$ cat src/hw/wscr_pkg.sv
/*
 * Package for the wake source configuration register bank: register
 * addresses, field positions, reset and override patterns, filter timing.
 * Assumes a 100 MHz reference clock.
 */
package wscr_pkg;

	localparam logic [6:0] ADDR_INTERNAL_WAKE_CONTROL     = 7'h06;
	localparam logic [6:0] ADDR_EXTERNAL_WAKE_CONTROL     = 7'h07;
	localparam logic [6:0] ADDR_WAKE_INPUT_BIAS_CONTROL   = 7'h08;
	localparam logic [6:0] ADDR_WAKE_INPUT_FILTER_CONTROL = 7'h09;

	// Writable bits of each register; all other positions read zero.
	localparam logic [7:0] MASK_INTERNAL = 8'hC4;
	localparam logic [7:0] MASK_EXTERNAL = 8'hA7;
	localparam logic [7:0] MASK_BIAS     = 8'h3F;
	localparam logic [7:0] MASK_FILTER   = 8'h3F;

	localparam logic [7:0] RESET_INTERNAL = 8'h00;
	localparam logic [7:0] RESET_EXTERNAL = 8'h07;
	localparam logic [7:0] RESET_BIAS     = 8'h00;
	localparam logic [7:0] RESET_FILTER   = 8'h00;

	// Restart keeps the bits set in these masks and clears the rest.
	localparam logic [7:0] RESTART_KEEP_INTERNAL = 8'h00;
	localparam logic [7:0] RESTART_KEEP_EXTERNAL = 8'hA7;
	localparam logic [7:0] RESTART_KEEP_BIAS     = 8'h3F;
	localparam logic [7:0] RESTART_KEEP_FILTER   = 8'h3F;

	// Fail-safe overrides: value bits and which bits are forced.
	localparam logic [7:0] FAILSAFE_EXTERNAL_VALUE = 8'h07;
	localparam logic [7:0] FAILSAFE_EXTERNAL_FORCE = 8'h5F;
	localparam logic [7:0] FAILSAFE_BUS_ONE_VALUE  = 8'h09;
	localparam logic [7:0] FAILSAFE_BUS_ONE_FORCE  = 8'h1F;
	localparam logic [7:0] FAILSAFE_BUS_TWO_VALUE  = 8'h01;
	localparam logic [7:0] FAILSAFE_BUS_TWO_FORCE  = 8'hFF;

	localparam int BIT_TIMER_B_WAKE   = 7;
	localparam int BIT_TIMER_A_WAKE   = 6;
	localparam int BIT_WD_STOP_DIS    = 2;
	localparam int BIT_INT_GLOBAL     = 7;
	localparam int BIT_MEASURE_SELECT = 5;
	localparam int BIT_INPUT_C_EN     = 2;
	localparam int BIT_INPUT_B_EN     = 1;
	localparam int BIT_INPUT_A_EN     = 0;
	localparam int NUM_INPUTS         = 3;
	localparam int FIELD_WIDTH        = 2;

	localparam logic [1:0] FILTER_STATIC_SHORT = 2'h0;
	localparam logic [1:0] FILTER_STATIC_LONG  = 2'h1;
	localparam logic [1:0] FILTER_CYCLIC_A     = 2'h2;
	localparam logic [1:0] FILTER_CYCLIC_B     = 2'h3;

	localparam int CLOCK_MHZ          = 100;
	localparam int FILTER_SHORT_US    = 16;
	localparam int FILTER_LONG_US     = 64;
	localparam int FILTER_SHORT_CYCLES = FILTER_SHORT_US * CLOCK_MHZ;
	localparam int FILTER_LONG_CYCLES  = FILTER_LONG_US * CLOCK_MHZ;
	localparam int COUNT_WIDTH         = 13;

	typedef struct packed {
		logic       write;
		logic [6:0] addr;
		logic [7:0] wdata;
	} wscr_access_type;

	typedef struct packed {
		logic [7:0] force_mask;
		logic [7:0] value;
	} wscr_override_type;

endpackage

$ cat src/hw/wscr_bank.sv
/*
 * Wake source configuration register bank with per-input wake filters.
 * Assumes the device's SPI decoder presents one decoded register access per
 * cycle on access_strobe, and that mode control signals restart and
 * fail-safe entry as one-cycle pulses.
 */
`timescale 1ns/1ps

module wscr_bank (
	// Clock and reset.
	input  wire logic                        ref_clk,
	input  wire logic                        rst,
	// Register access from the SPI decoder.
	input  wire logic                        access_strobe,
	input  wire wscr_pkg::wscr_access_type   access,
	output logic      [7:0]                  read_data,
	output logic                             addr_hit,
	// Mode events from the device state machine.
	input  wire logic                        restart_pulse,
	input  wire logic                        failsafe_entry,
	input  wire logic                        watchdog_stop_disable_set,
	input  wire logic                        normal_mode,
	// Wake inputs and cyclic timer windows.
	input  wire logic [2:0]                  wake_input_level,
	input  wire logic                        timer_a_on_end,
	input  wire logic                        timer_b_on_end,
	input  wire logic                        timer_a_wake_event,
	input  wire logic                        timer_b_wake_event,
	input  wire logic                        other_status_event,
	// Configuration and result outputs.
	output logic                             cyclic_timer_a_wake_enable,
	output logic                             cyclic_timer_b_wake_enable,
	output logic                             watchdog_stop_disable,
	output logic                             sense_measure_select,
	output logic                             measure_active,
	output logic      [5:0]                  wake_input_bias,
	output logic      [2:0]                  wake_input_enable_eff,
	output logic      [2:0]                  wake_input_filtered,
	output logic                             wake_event,
	output logic                             interrupt_request,
	output wscr_pkg::wscr_override_type      bus_one_override,
	output wscr_pkg::wscr_override_type      bus_two_override
);

	logic [7:0] internal_wake_control;
	logic [7:0] external_wake_control;
	logic [7:0] wake_input_bias_control;
	logic [7:0] wake_input_filter_control;
	logic [7:0] next_internal;
	logic [7:0] next_external;
	logic [7:0] next_bias;
	logic [7:0] next_filter;
	logic [2:0] stable_level;
	logic [2:0] last_level;
	logic [2:0] input_edge;
	logic       timer_wake;

	wire wr_int = access_strobe && access.write && access.addr == wscr_pkg::ADDR_INTERNAL_WAKE_CONTROL;
	wire wr_ext = access_strobe && access.write && access.addr == wscr_pkg::ADDR_EXTERNAL_WAKE_CONTROL;
	wire wr_bias = access_strobe && access.write && access.addr == wscr_pkg::ADDR_WAKE_INPUT_BIAS_CONTROL;
	wire wr_flt = access_strobe && access.write && access.addr == wscr_pkg::ADDR_WAKE_INPUT_FILTER_CONTROL;

	// Restart keeps only retained bits; software write follows; fail-safe forces last.
	wire [7:0] int_base = restart_pulse ?
		(internal_wake_control & wscr_pkg::RESTART_KEEP_INTERNAL) : internal_wake_control;
	wire [7:0] int_wr = wr_int ? (access.wdata & wscr_pkg::MASK_INTERNAL) : int_base;
	// The device may set the watchdog disable bit itself; set wins over a write.
	assign next_internal = int_wr | ((watchdog_stop_disable_set ? 8'h04 : 8'h00)
		& wscr_pkg::MASK_INTERNAL);

	wire [7:0] ext_base = restart_pulse ?
		(external_wake_control & wscr_pkg::RESTART_KEEP_EXTERNAL) : external_wake_control;
	wire [7:0] ext_wr = wr_ext ? (access.wdata & wscr_pkg::MASK_EXTERNAL) : ext_base;
	assign next_external = failsafe_entry ?
		((ext_wr & ~wscr_pkg::FAILSAFE_EXTERNAL_FORCE) |
		(wscr_pkg::FAILSAFE_EXTERNAL_VALUE & wscr_pkg::FAILSAFE_EXTERNAL_FORCE)) : ext_wr;

	wire [7:0] bias_base = restart_pulse ?
		(wake_input_bias_control & wscr_pkg::RESTART_KEEP_BIAS) : wake_input_bias_control;
	assign next_bias = wr_bias ? (access.wdata & wscr_pkg::MASK_BIAS) : bias_base;
	wire [7:0] flt_base = restart_pulse ?
		(wake_input_filter_control & wscr_pkg::RESTART_KEEP_FILTER) : wake_input_filter_control;
	assign next_filter = wr_flt ? (access.wdata & wscr_pkg::MASK_FILTER) : flt_base;

	always_ff @(posedge ref_clk) begin
		if (rst) begin
			internal_wake_control     <= wscr_pkg::RESET_INTERNAL;
			external_wake_control     <= wscr_pkg::RESET_EXTERNAL;
			wake_input_bias_control   <= wscr_pkg::RESET_BIAS;
			wake_input_filter_control <= wscr_pkg::RESET_FILTER;
		end else begin
			internal_wake_control     <= next_internal;
			external_wake_control     <= next_external;
			wake_input_bias_control   <= next_bias;
			wake_input_filter_control <= next_filter;
		end
	end

	// Read mux; reserved bits are already stored as zero.
	assign addr_hit = access.addr inside {wscr_pkg::ADDR_INTERNAL_WAKE_CONTROL,
		wscr_pkg::ADDR_EXTERNAL_WAKE_CONTROL, wscr_pkg::ADDR_WAKE_INPUT_BIAS_CONTROL,
		wscr_pkg::ADDR_WAKE_INPUT_FILTER_CONTROL};
	wire [7:0] read_sel =
		(access.addr == wscr_pkg::ADDR_INTERNAL_WAKE_CONTROL) ? internal_wake_control :
		(access.addr == wscr_pkg::ADDR_EXTERNAL_WAKE_CONTROL) ? external_wake_control :
		(access.addr == wscr_pkg::ADDR_WAKE_INPUT_BIAS_CONTROL) ? wake_input_bias_control :
		(access.addr == wscr_pkg::ADDR_WAKE_INPUT_FILTER_CONTROL) ? wake_input_filter_control :
		8'h00;
	always_ff @(posedge ref_clk) begin
		if (rst) begin
			read_data <= 8'h00;
		end else if (access_strobe && !access.write) begin
			read_data <= read_sel;
		end
	end

	assign cyclic_timer_b_wake_enable = internal_wake_control[wscr_pkg::BIT_TIMER_B_WAKE];
	assign cyclic_timer_a_wake_enable = internal_wake_control[wscr_pkg::BIT_TIMER_A_WAKE];
	assign watchdog_stop_disable = internal_wake_control[wscr_pkg::BIT_WD_STOP_DIS];
	assign sense_measure_select = external_wake_control[wscr_pkg::BIT_MEASURE_SELECT];
	assign measure_active = sense_measure_select && normal_mode;
	assign wake_input_bias = wake_input_bias_control[5:0];

	// Enables of inputs A and B are ignored while sense_measure_select is set, whether or not normal_mode is high.
	assign wake_input_enable_eff[2] = external_wake_control[wscr_pkg::BIT_INPUT_C_EN];
	assign wake_input_enable_eff[1] = external_wake_control[wscr_pkg::BIT_INPUT_B_EN]
		&& !sense_measure_select;
	assign wake_input_enable_eff[0] = external_wake_control[wscr_pkg::BIT_INPUT_A_EN]
		&& !sense_measure_select;

	genvar gi;
	generate
		for (gi = 0; gi < wscr_pkg::NUM_INPUTS; gi++) begin : g_filter
			wscr_wake_filter u_filter (
				.ref_clk     (ref_clk),
				.rst         (rst),
				.filter_code (wake_input_filter_control[gi*2 +: 2]),
				.level       (wake_input_level[gi]),
				.timer_a_end (timer_a_on_end),
				.timer_b_end (timer_b_on_end),
				.stable      (stable_level[gi])
			);
		end
	endgenerate
	assign wake_input_filtered = stable_level;

	assign input_edge = (stable_level ^ last_level) & wake_input_enable_eff;
	assign timer_wake = (timer_a_wake_event && cyclic_timer_a_wake_enable) ||
		(timer_b_wake_event && cyclic_timer_b_wake_enable);

	always_ff @(posedge ref_clk) begin
		if (rst) begin
			last_level        <= 3'h0;
			wake_event        <= 1'b0;
			interrupt_request <= 1'b0;
		end else begin
			last_level        <= stable_level;
			wake_event        <= |input_edge || timer_wake;
			interrupt_request <= |input_edge || timer_wake ||
				(external_wake_control[wscr_pkg::BIT_INT_GLOBAL] && other_status_event);
		end
	end

	// Fail-safe override patterns for the two bus control registers.
	assign bus_one_override.force_mask = failsafe_entry ? wscr_pkg::FAILSAFE_BUS_ONE_FORCE : 8'h00;
	assign bus_one_override.value = wscr_pkg::FAILSAFE_BUS_ONE_VALUE;
	assign bus_two_override.force_mask = failsafe_entry ? wscr_pkg::FAILSAFE_BUS_TWO_FORCE : 8'h00;
	assign bus_two_override.value = wscr_pkg::FAILSAFE_BUS_TWO_VALUE;

endmodule // wscr_bank

module wscr_wake_filter (
	// Clock and reset.
	input  wire logic       ref_clk,
	input  wire logic       rst,
	// Configuration and sensing.
	input  wire logic [1:0] filter_code,
	input  wire logic       level,
	input  wire logic       timer_a_end,
	input  wire logic       timer_b_end,
	output logic            stable
);

	logic [12:0] count;
	logic [1:0]  active_code;
	logic        busy;
	wire  [12:0] short_len = 13'(wscr_pkg::FILTER_SHORT_CYCLES);
	wire  [12:0] long_len = 13'(wscr_pkg::FILTER_LONG_CYCLES);
	wire  [12:0] limit = (active_code == wscr_pkg::FILTER_STATIC_LONG) ? long_len : short_len;
	wire         cyc = filter_code[1];
	// Cyclic codes start a window only at the end of the selected timer on-time.
	wire         cyc_start = (filter_code == wscr_pkg::FILTER_CYCLIC_A && timer_a_end) ||
		(filter_code == wscr_pkg::FILTER_CYCLIC_B && timer_b_end);
	wire         start = !busy && (cyc ? cyc_start : level != stable);

	always_ff @(posedge ref_clk) begin
		if (rst) begin
			count       <= 13'h0;
			active_code <= 2'h0;
			busy        <= 1'b0;
			stable      <= 1'b0;
		end else if (start) begin
			active_code <= filter_code;
			count       <= 13'h1;
			busy        <= 1'b1;
		end else if (busy) begin
			if (!active_code[1] && level == stable) begin
				busy <= 1'b0;
			end else if (count >= limit) begin
				busy <= 1'b0;
				if (active_code[1]) begin
					stable <= level;
				end else begin
					stable <= level;
				end
			end else begin
				count <= count + 13'h1;
			end
		end
	end

endmodule // wscr_wake_filter

$ cat config.mk
export PLATFORM = sky130hd
export DESIGN_NAME = wscr_bank
export DESIGN_NICKNAME = d
export VERILOG_FILES = /design/src/hw/wscr_pkg.sv /design/src/hw/wscr_bank.sv
export SDC_FILE = /design/constraint.sdc
export NUM_CORES = 1
export LEC_CHECK = 0
export BUFFER_PORTS_ARGS = -buffer_cell sky130_fd_sc_hd__buf_4
export CORE_AREA = 8 8 102 104
export DETAILED_ROUTE_END_ITERATION = 10
export DIE_AREA = 0 0 110 112
export PLACE_DENSITY = 0.77
export RECOVER_POWER = 100
export SETUP_SLACK_MARGIN = 0.02
export SLEW_MARGIN = 10
export SYNTH_ARGS = -nofsm -noshare
export SYNTH_HDL_FRONTEND = slang
export SYNTH_HIERARCHICAL = 1
export SYNTH_SLANG_ARGS = --single-unit
$ cat constraint.sdc
create_clock -name ref_clk -period 2.59 [get_ports ref_clk]
set_clock_uncertainty 0.1 [all_clocks]
set_input_delay 0.518 -clock ref_clk [delete_from_list [all_inputs] [get_ports ref_clk]]
set_output_delay 0.518 -clock ref_clk [all_outputs]
set_load 0.05 [all_outputs]
# Word level (Yosys, flattened, before mapping)
# Index checks and enable logic that the tools add are counted.
dict set report totals {
  ff_bits 89
  word_cells 165
  out_inout_bits 60
  inputBits 31
}
dict set report op_classes {
  addsub 3
  n_mux 42
  bitwise 12
  reduce_logical 56
  n_eq_ne 25
  n_lt_le_gt_ge 3
}
# cell n
set op_table {}
lappend op_table {{8-bit two-way mux} 6}
lappend op_table {{13-bit by 1-bit adder with 13-bit output, second input constant} 3}
lappend op_table {{13-bit >= comparator} 3}
lappend op_table {{13-bit two-way mux} 3}
lappend op_table {{1-bit two-way mux} 27}
lappend op_table {{1-bit logical AND} 24}
lappend op_table {{6-bit two-way mux} 4}
lappend op_table {{3-bit AND reduction} 6}
lappend op_table {{7-bit by 3-bit == test with 1-bit output, second input constant} 2}
lappend op_table {{7-bit by 4-bit == test with 1-bit output, second input constant} 2}
lappend op_table {{2-bit == test, second input constant} 6}
lappend op_table {{2-bit by 1-bit != test with 1-bit output, second input constant} 6}
lappend op_table {{4-bit AND reduction} 3}
lappend op_table {{1-bit inverter} 9}
lappend op_table {{1-bit logical NOT} 8}
lappend op_table {{8-bit by 3-bit OR with 8-bit output} 1}
lappend op_table {{2-bit OR reduction} 4}
lappend op_table {{2-bit by 1-bit == test with 1-bit output, second input constant} 3}
lappend op_table {{1-bit logical OR} 6}
lappend op_table {{2-bit nonzero test} 3}
lappend op_table {{5-bit two-way mux} 1}
lappend op_table {{4-bit nonzero test} 1}
lappend op_table {{3-bit bitwise AND} 1}
lappend op_table {{1-bit == test} 3}
lappend op_table {{4 further kinds} 6}

# Longest topological paths before layout
dict set report depth {
  word_depth 7
  depth_mapped 10
  mapped_depth_nobuf 8
}

# Modules after synthesis
# Netlist, hierarchy kept.
# mod area_each_um2 seq_area_each_um2 cells_per_inst instances
set modules_own_cells {}
lappend modules_own_cells {{wscr_wake_filter at g_filter[0].u_filter ...} 993.5 340.3 121 2}
lappend modules_own_cells {wscr_bank 1681.6 660.6 185 1}
lappend modules_own_cells {{wscr_wake_filter at g_filter[2].u_filter} 1109.8 340.3 127 1}

# Worst setup path after synthesis
# OpenSTA, ideal clock, no wires.
dict set report synth_timing {
  path_kind {input to output}
  startpoint {input port access[10] (netlist name)}
  endpoint {output port addr_hit}
  setup_slack_ns 0.164
  required_time_ns 1.972
  path_stages 3
  n_path_buf 1
  arrival_ns 1.808
  path_cell_list {or3b_1 buf_2 a21oi_1}
}
dict set report synth_via {
  elab_chain_cells 2
  elab_cells_between_ends 5
  cone_classes {eq/ne: 4; reduce/logical: 1}
}
# element line
set synth_lines {}
lappend synth_lines {{from (decl)} wscr_bank.sv:15} ;# input wire wscr_pkg::wscr_access_type access,
lappend synth_lines {{7-bit by 3-bit == test with 1-bit output / 7-bit by 4-bit == test with 1-bit output (equally long branches)} wscr_bank.sv:100} ;# assign addr_hit = access.addr inside {wscr_pkg::ADDR_INTERNAL_WAKE_CONTROL,
lappend synth_lines {{4-bit nonzero test (*)} wscr_bank.sv:100}
lappend synth_lines {{to (decl)} wscr_bank.sv:17} ;# output logic addr_hit,
# Every way passes the cells marked *; elsewhere a longest branch is shown, timed or not.

# Worst setup path in the final report
dict set report layout_timing {
  startpoint {register g_filter[0].u_filter.active_code[1]}
  endpoint {register g_filter[0].u_filter.count[7]}
}
dict set report layout_via {
  elab_chain_cells 5
  elab_cells_between_ends 8
  cone_classes {order compare: 1; eq/ne: 1; mux: 1; bitwise: 2; reduce/logical: 3}
}
# element line
set layout_lines {}
lappend layout_lines {{from (decl)} wscr_bank.sv:185} ;# logic [1:0] active_code;
lappend layout_lines {{from (signal assigned)} wscr_bank.sv:203} ;# active_code <= filter_code;
lappend layout_lines {{2-bit by 1-bit == test with 1-bit output} wscr_bank.sv:189} ;# wire [12:0] limit = (active_code == wscr_pkg::FILTER_STATIC_LONG) ? long_len : short_len;
lappend layout_lines {{13-bit two-way mux} wscr_bank.sv:189}
lappend layout_lines {{13-bit >= comparator} wscr_bank.sv:209} ;# end else if (count >= limit) begin
lappend layout_lines {{1-bit inverter (no line)} --}
lappend layout_lines {{3-bit AND reduction (no line) (*)} --}
lappend layout_lines {{to (signal assigned)} wscr_bank.sv:217} ;# count <= count + 13'h1;
lappend layout_lines {{to (decl)} wscr_bank.sv:184} ;# logic [12:0] count;
# Marked as above.
# A chain may end at the register's enable or synchronous reset.

==> out/results.txt <==
DIE WIDTH - 110 um
Switching pwr - 675 uW
Pre-CTS setup slack - 0.254 ns
Clk_lat worst skew - 0.35 ns
Chip Height - 112 um
Final ANT Viol Nets - 0
Sw Ratio - 0.255
P_int - 1.97 mW
Final slew viol count - 0
CTS Hold Bufs - 0
Seq pwr share - 0.496
H-Tree Depth - 3
Max Root-Sink Buffers - 2
First-pass GRT wire length - 18300 um
Library cells used by synthesis - 60
Metal3 WL - 432 um
Fin Hold WS - 0.300 ns
Initial Util - 0.538
Max-slew headroom - 0.370
Routability cong. - 0.832
Worst Tran Pin Value - 0.938 ns
Final Power - 2.64 mW
Non-filler cells, final - 718
Status - completed
Crit-path max FO - 22
Total die area - 0.0123 mm2
Post-cts sizing count - 0
Post-synth EDFFs - 0
Dpl hpwl - 7910 um
Root Driver - clkbuf_8
Vias per cell - 5.76
Flops & latches, synth - 84
Critical path required time - 2.77 ns
Routed len/inst - 15.1 um
Final design utilization - 0.585
Area growth from synthesis to layout - 8.82%
Cell Pwr Density - 509 mW/mm2
Synth warnings - 6
Mapped Area - 0.00478 mm2
Setup Viol. Count Final - 0
Nets - 645
Hold path cells - 3
DP Area - 0.00517 mm2
Peak Freq - 428 MHz
Vias in the first global route - 4028
Gr ovfl total - 0
Fillcell total - 830
Total Wirelength - 10800 um
R2R cell count - 8
DP Cell Count - 702
Max Used Layer - met4
Final setup TNS - 0 ns
Worst Path Arrival - 2.51 ns
Cell area after layout - 0.00520 mm2
R2r setup slk - 0.25 ns
Ant. Diodes - 0
Sequential area share after synthesis - 0.352
VDD IR-drop max - 0.262 mV
Leakage power - 1.95 nW
Clock transition at path regs - 0.08 ns
Most common flop cell mapped by yosys - dfxtp_1
Mapped Cells - 554
Iter 0 DRT Violations - 141
Unrepaired setup endpoints after global routing - no
# rows - 35
Avg Cell Area, Syn - 8.63 um2
Clk sink count - 84
Core area - 0.00889 mm2
Largest net degree at the start of global routing - 33
Port-buffer cells - 71
CTS tree - yes
Area of the multi-input gates - 0.00267 mm2
Clk pwr share - 0.401
Register area - 0.00168 mm2
Crit path launch type - flop
Endpoint class of the critical path - flop
Max-Cap Viols - 0
Share of cells above drive strength 1 - 0.104
WL met2 - 5330 um
CTS Buf Count - 9
Detailed-route via count - 4137
Hold_sp - access[1]
M1 WL - 4900 um
Final WS setup - 0.254 ns
Post CTS Setup Buffer Count - 0
Initial antenna violation count - 0
Launch point of the worst reg-to-reg path - g_filter[0].u_filter/active_code[1]
Period minus WS final - 2.34 ns
I/O pin count - 91
Final Hold Fails - 0
Worst Hold Endpoint - external_wake_control[1]
Gate power share - 0.103
Async SR Flop Fraction - 0
Critical Setup Path Class - flop to flop
Class of the worst hold path - primary input to flop
DRC Markers - 0
Tcrit/Tclk final - 0.902
Worst reg2reg path endpoint - g_filter[0].u_filter/count[7]
Total iterations of the first detailed-routing run - 4
GRT Resource Usage Total - 0.179
-- cell type report --
| cell class | count | share of cell area |
|---|---|---|
| Clock inverter | 3 | 0.0132 |
| Multi-Input combinational cell | 410 | 0.513 |
| Inverter | 22 | 0.0159 |
| Clock buffer | 13 | 0.0306 |
| Tap cell | 111 | 0.0267 |
| Sequential cell | 84 | 0.323 |
| Timing Repair Buffer | 75 | 0.0775 |
-- layout by cell type (no fill, tap or decap), types with 3 or more instances in the layout --
master    Yosys  layout
a21o_1        4       4
a21oi_1      48      48
a22oi_1       5       5
a31oi_1       5       5
a32oi_1       5       5
and2_1        4       3
and3_1        7       7
buf_4        33      31
clkbuf_1      9      44
clkbuf_8      0      11
conb_1        2      19
dfxtp_1      84      84
ha_1         12      12
inv_1        19      21
mux2_2        3       3
mux2i_1      35      35
nand2_1      43      43
nand2b_1     16      16
nand3_1      15      15
nand3b_1      3       3
nand4_1       7       7
nor2_1       41      41
nor2b_1       5       5
nor3_1       11      11
nor3b_1       5       5
nor4_1        3       4
nor4b_1       4       4
o21ai_0      11      11
o21bai_1      3       3
o22ai_1       4       4
o31ai_1      23      23
or3_1         3       3
or3b_1        5       5
or4_1        23      23
xor2_1        6       6
-- synthesized netlist by cell type (3+ instances only) --
cell type  instances  area (um2)
or3_1              3        18.8
nor4b_1            4        35.0
buf_2              8        40.0
and3_1             7        43.8
a31oi_1            5        31.3
o21ai_0           11        55.1
xor2_1             6        52.6
nor2b_1            5        31.3
or3b_1             5        43.8
nor2_1            41         154
nand3b_1           3        22.5
dfxtp_1           84        1680
buf_4             33         248
and2_1             4        25.0
nor4_1             3        18.8
ha_1              12         150
a32oi_1            5        43.8
mux2i_1           35         350
nand2b_1          16         100
o31ai_1           23         173
a21oi_1           48         240
o22ai_1            4        25.0
mux2_2             3        33.8
inv_2              3        11.3
nand4_1            7        43.8
a21o_1             4        30.0
nand3_1           15        75.1
o21bai_1           3        22.5
nand2_1           43         161
nor3b_1            5        37.5
or4_1             23         173
inv_1             19        71.3
clkbuf_1           9        33.8
nor3_1            11        55.1
a22oi_1            5        37.5
buf_6              5        56.3
-- cells by family (layout without fill, tap and decap cells) --
kind of cell | count (synthesis) | after routing | share of synthesized area
AO/OA/AOI/OAI | 126 | 126 | 0.171
XOR/XNOR | 6 | 6 | 0.0110
adder cells (fa/ha/maj) | 12 | 12 | 0.0314
buffers and inverters | 77 | 113 | 0.0964
flip-flops | 84 | 84 | 0.352
multiplexers | 40 | 40 | 0.0867
other | 2 | 19 | 0.00157
AND/OR/NAND/NOR | 207 | 207 | 0.250
-- power groups by stage --
| stage | combinational (mW) | clock (mW) | sequential, mW |
|---|---|---|---|
| after floorplan | 0.235 | 0 | 1.34 |
| after global placement | 0.282 | 0 | 1.34 |
| after detailed placement | 0.287 | 0 | 1.34 |
| after CTS | 0.289 | 1.08 | 1.31 |
| after global routing | 0.294 | 1.14 | 1.31 |
| final | 0.273 | 1.06 | 1.31 |
-- sequential cells by signal, indices dropped and copies added, names as in the netlist --
signal and cells:
g_filter.u_filter/busy 3, last_level 3, g_filter.u_filter/active_code 6, wake_event 1, wake_input_filter_control 6, wake_input_bias_control 6
g_filter.u_filter/count 39, internal_wake_control 3, read_data 8, external_wake_control 5, interrupt_request 1, g_filter.u_filter/stable 3
-- layer usage --
metal / global-route usage / up-vias
met5: 0 / -
met4: 0.0694 / 0
met3: 0.0347 / 14
met2: 0.299 / 82
met1: 0.216 / 1974
li1: - / 2067
-- critical path: stages, from the launching register on --
cell and delay [ns]:
dfxtp_1 0.41, nor2b_4 0.08, inv_1 0.10, ha_1 0.16
inv_1 0.04, a211o_1 0.27, o221a_2 0.42, or4_1 0.53
a21oi_1 0.16
-- worst max-delay path by stage --
stage                                          endpoint  slack (ns)  depth (start not counted)                                 from
after floorplan                                addr_hit        0.16                          3                           access[10]
after global placement    g_filter[2].u_filter/count[8]        0.34                          8  g_filter[2].u_filter/active_code[1]
after detailed placement  g_filter[2].u_filter/count[8]        0.25                          8  g_filter[2].u_filter/active_code[1]
after CTS                 g_filter[2].u_filter/count[8]        0.22                          8  g_filter[2].u_filter/active_code[1]
after global routing      g_filter[1].u_filter/count[0]        0.03                          8  g_filter[1].u_filter/active_code[0]
final                     g_filter[0].u_filter/count[7]        0.25                          8  g_filter[0].u_filter/active_code[1]
(Power assumes the default switching activity.)
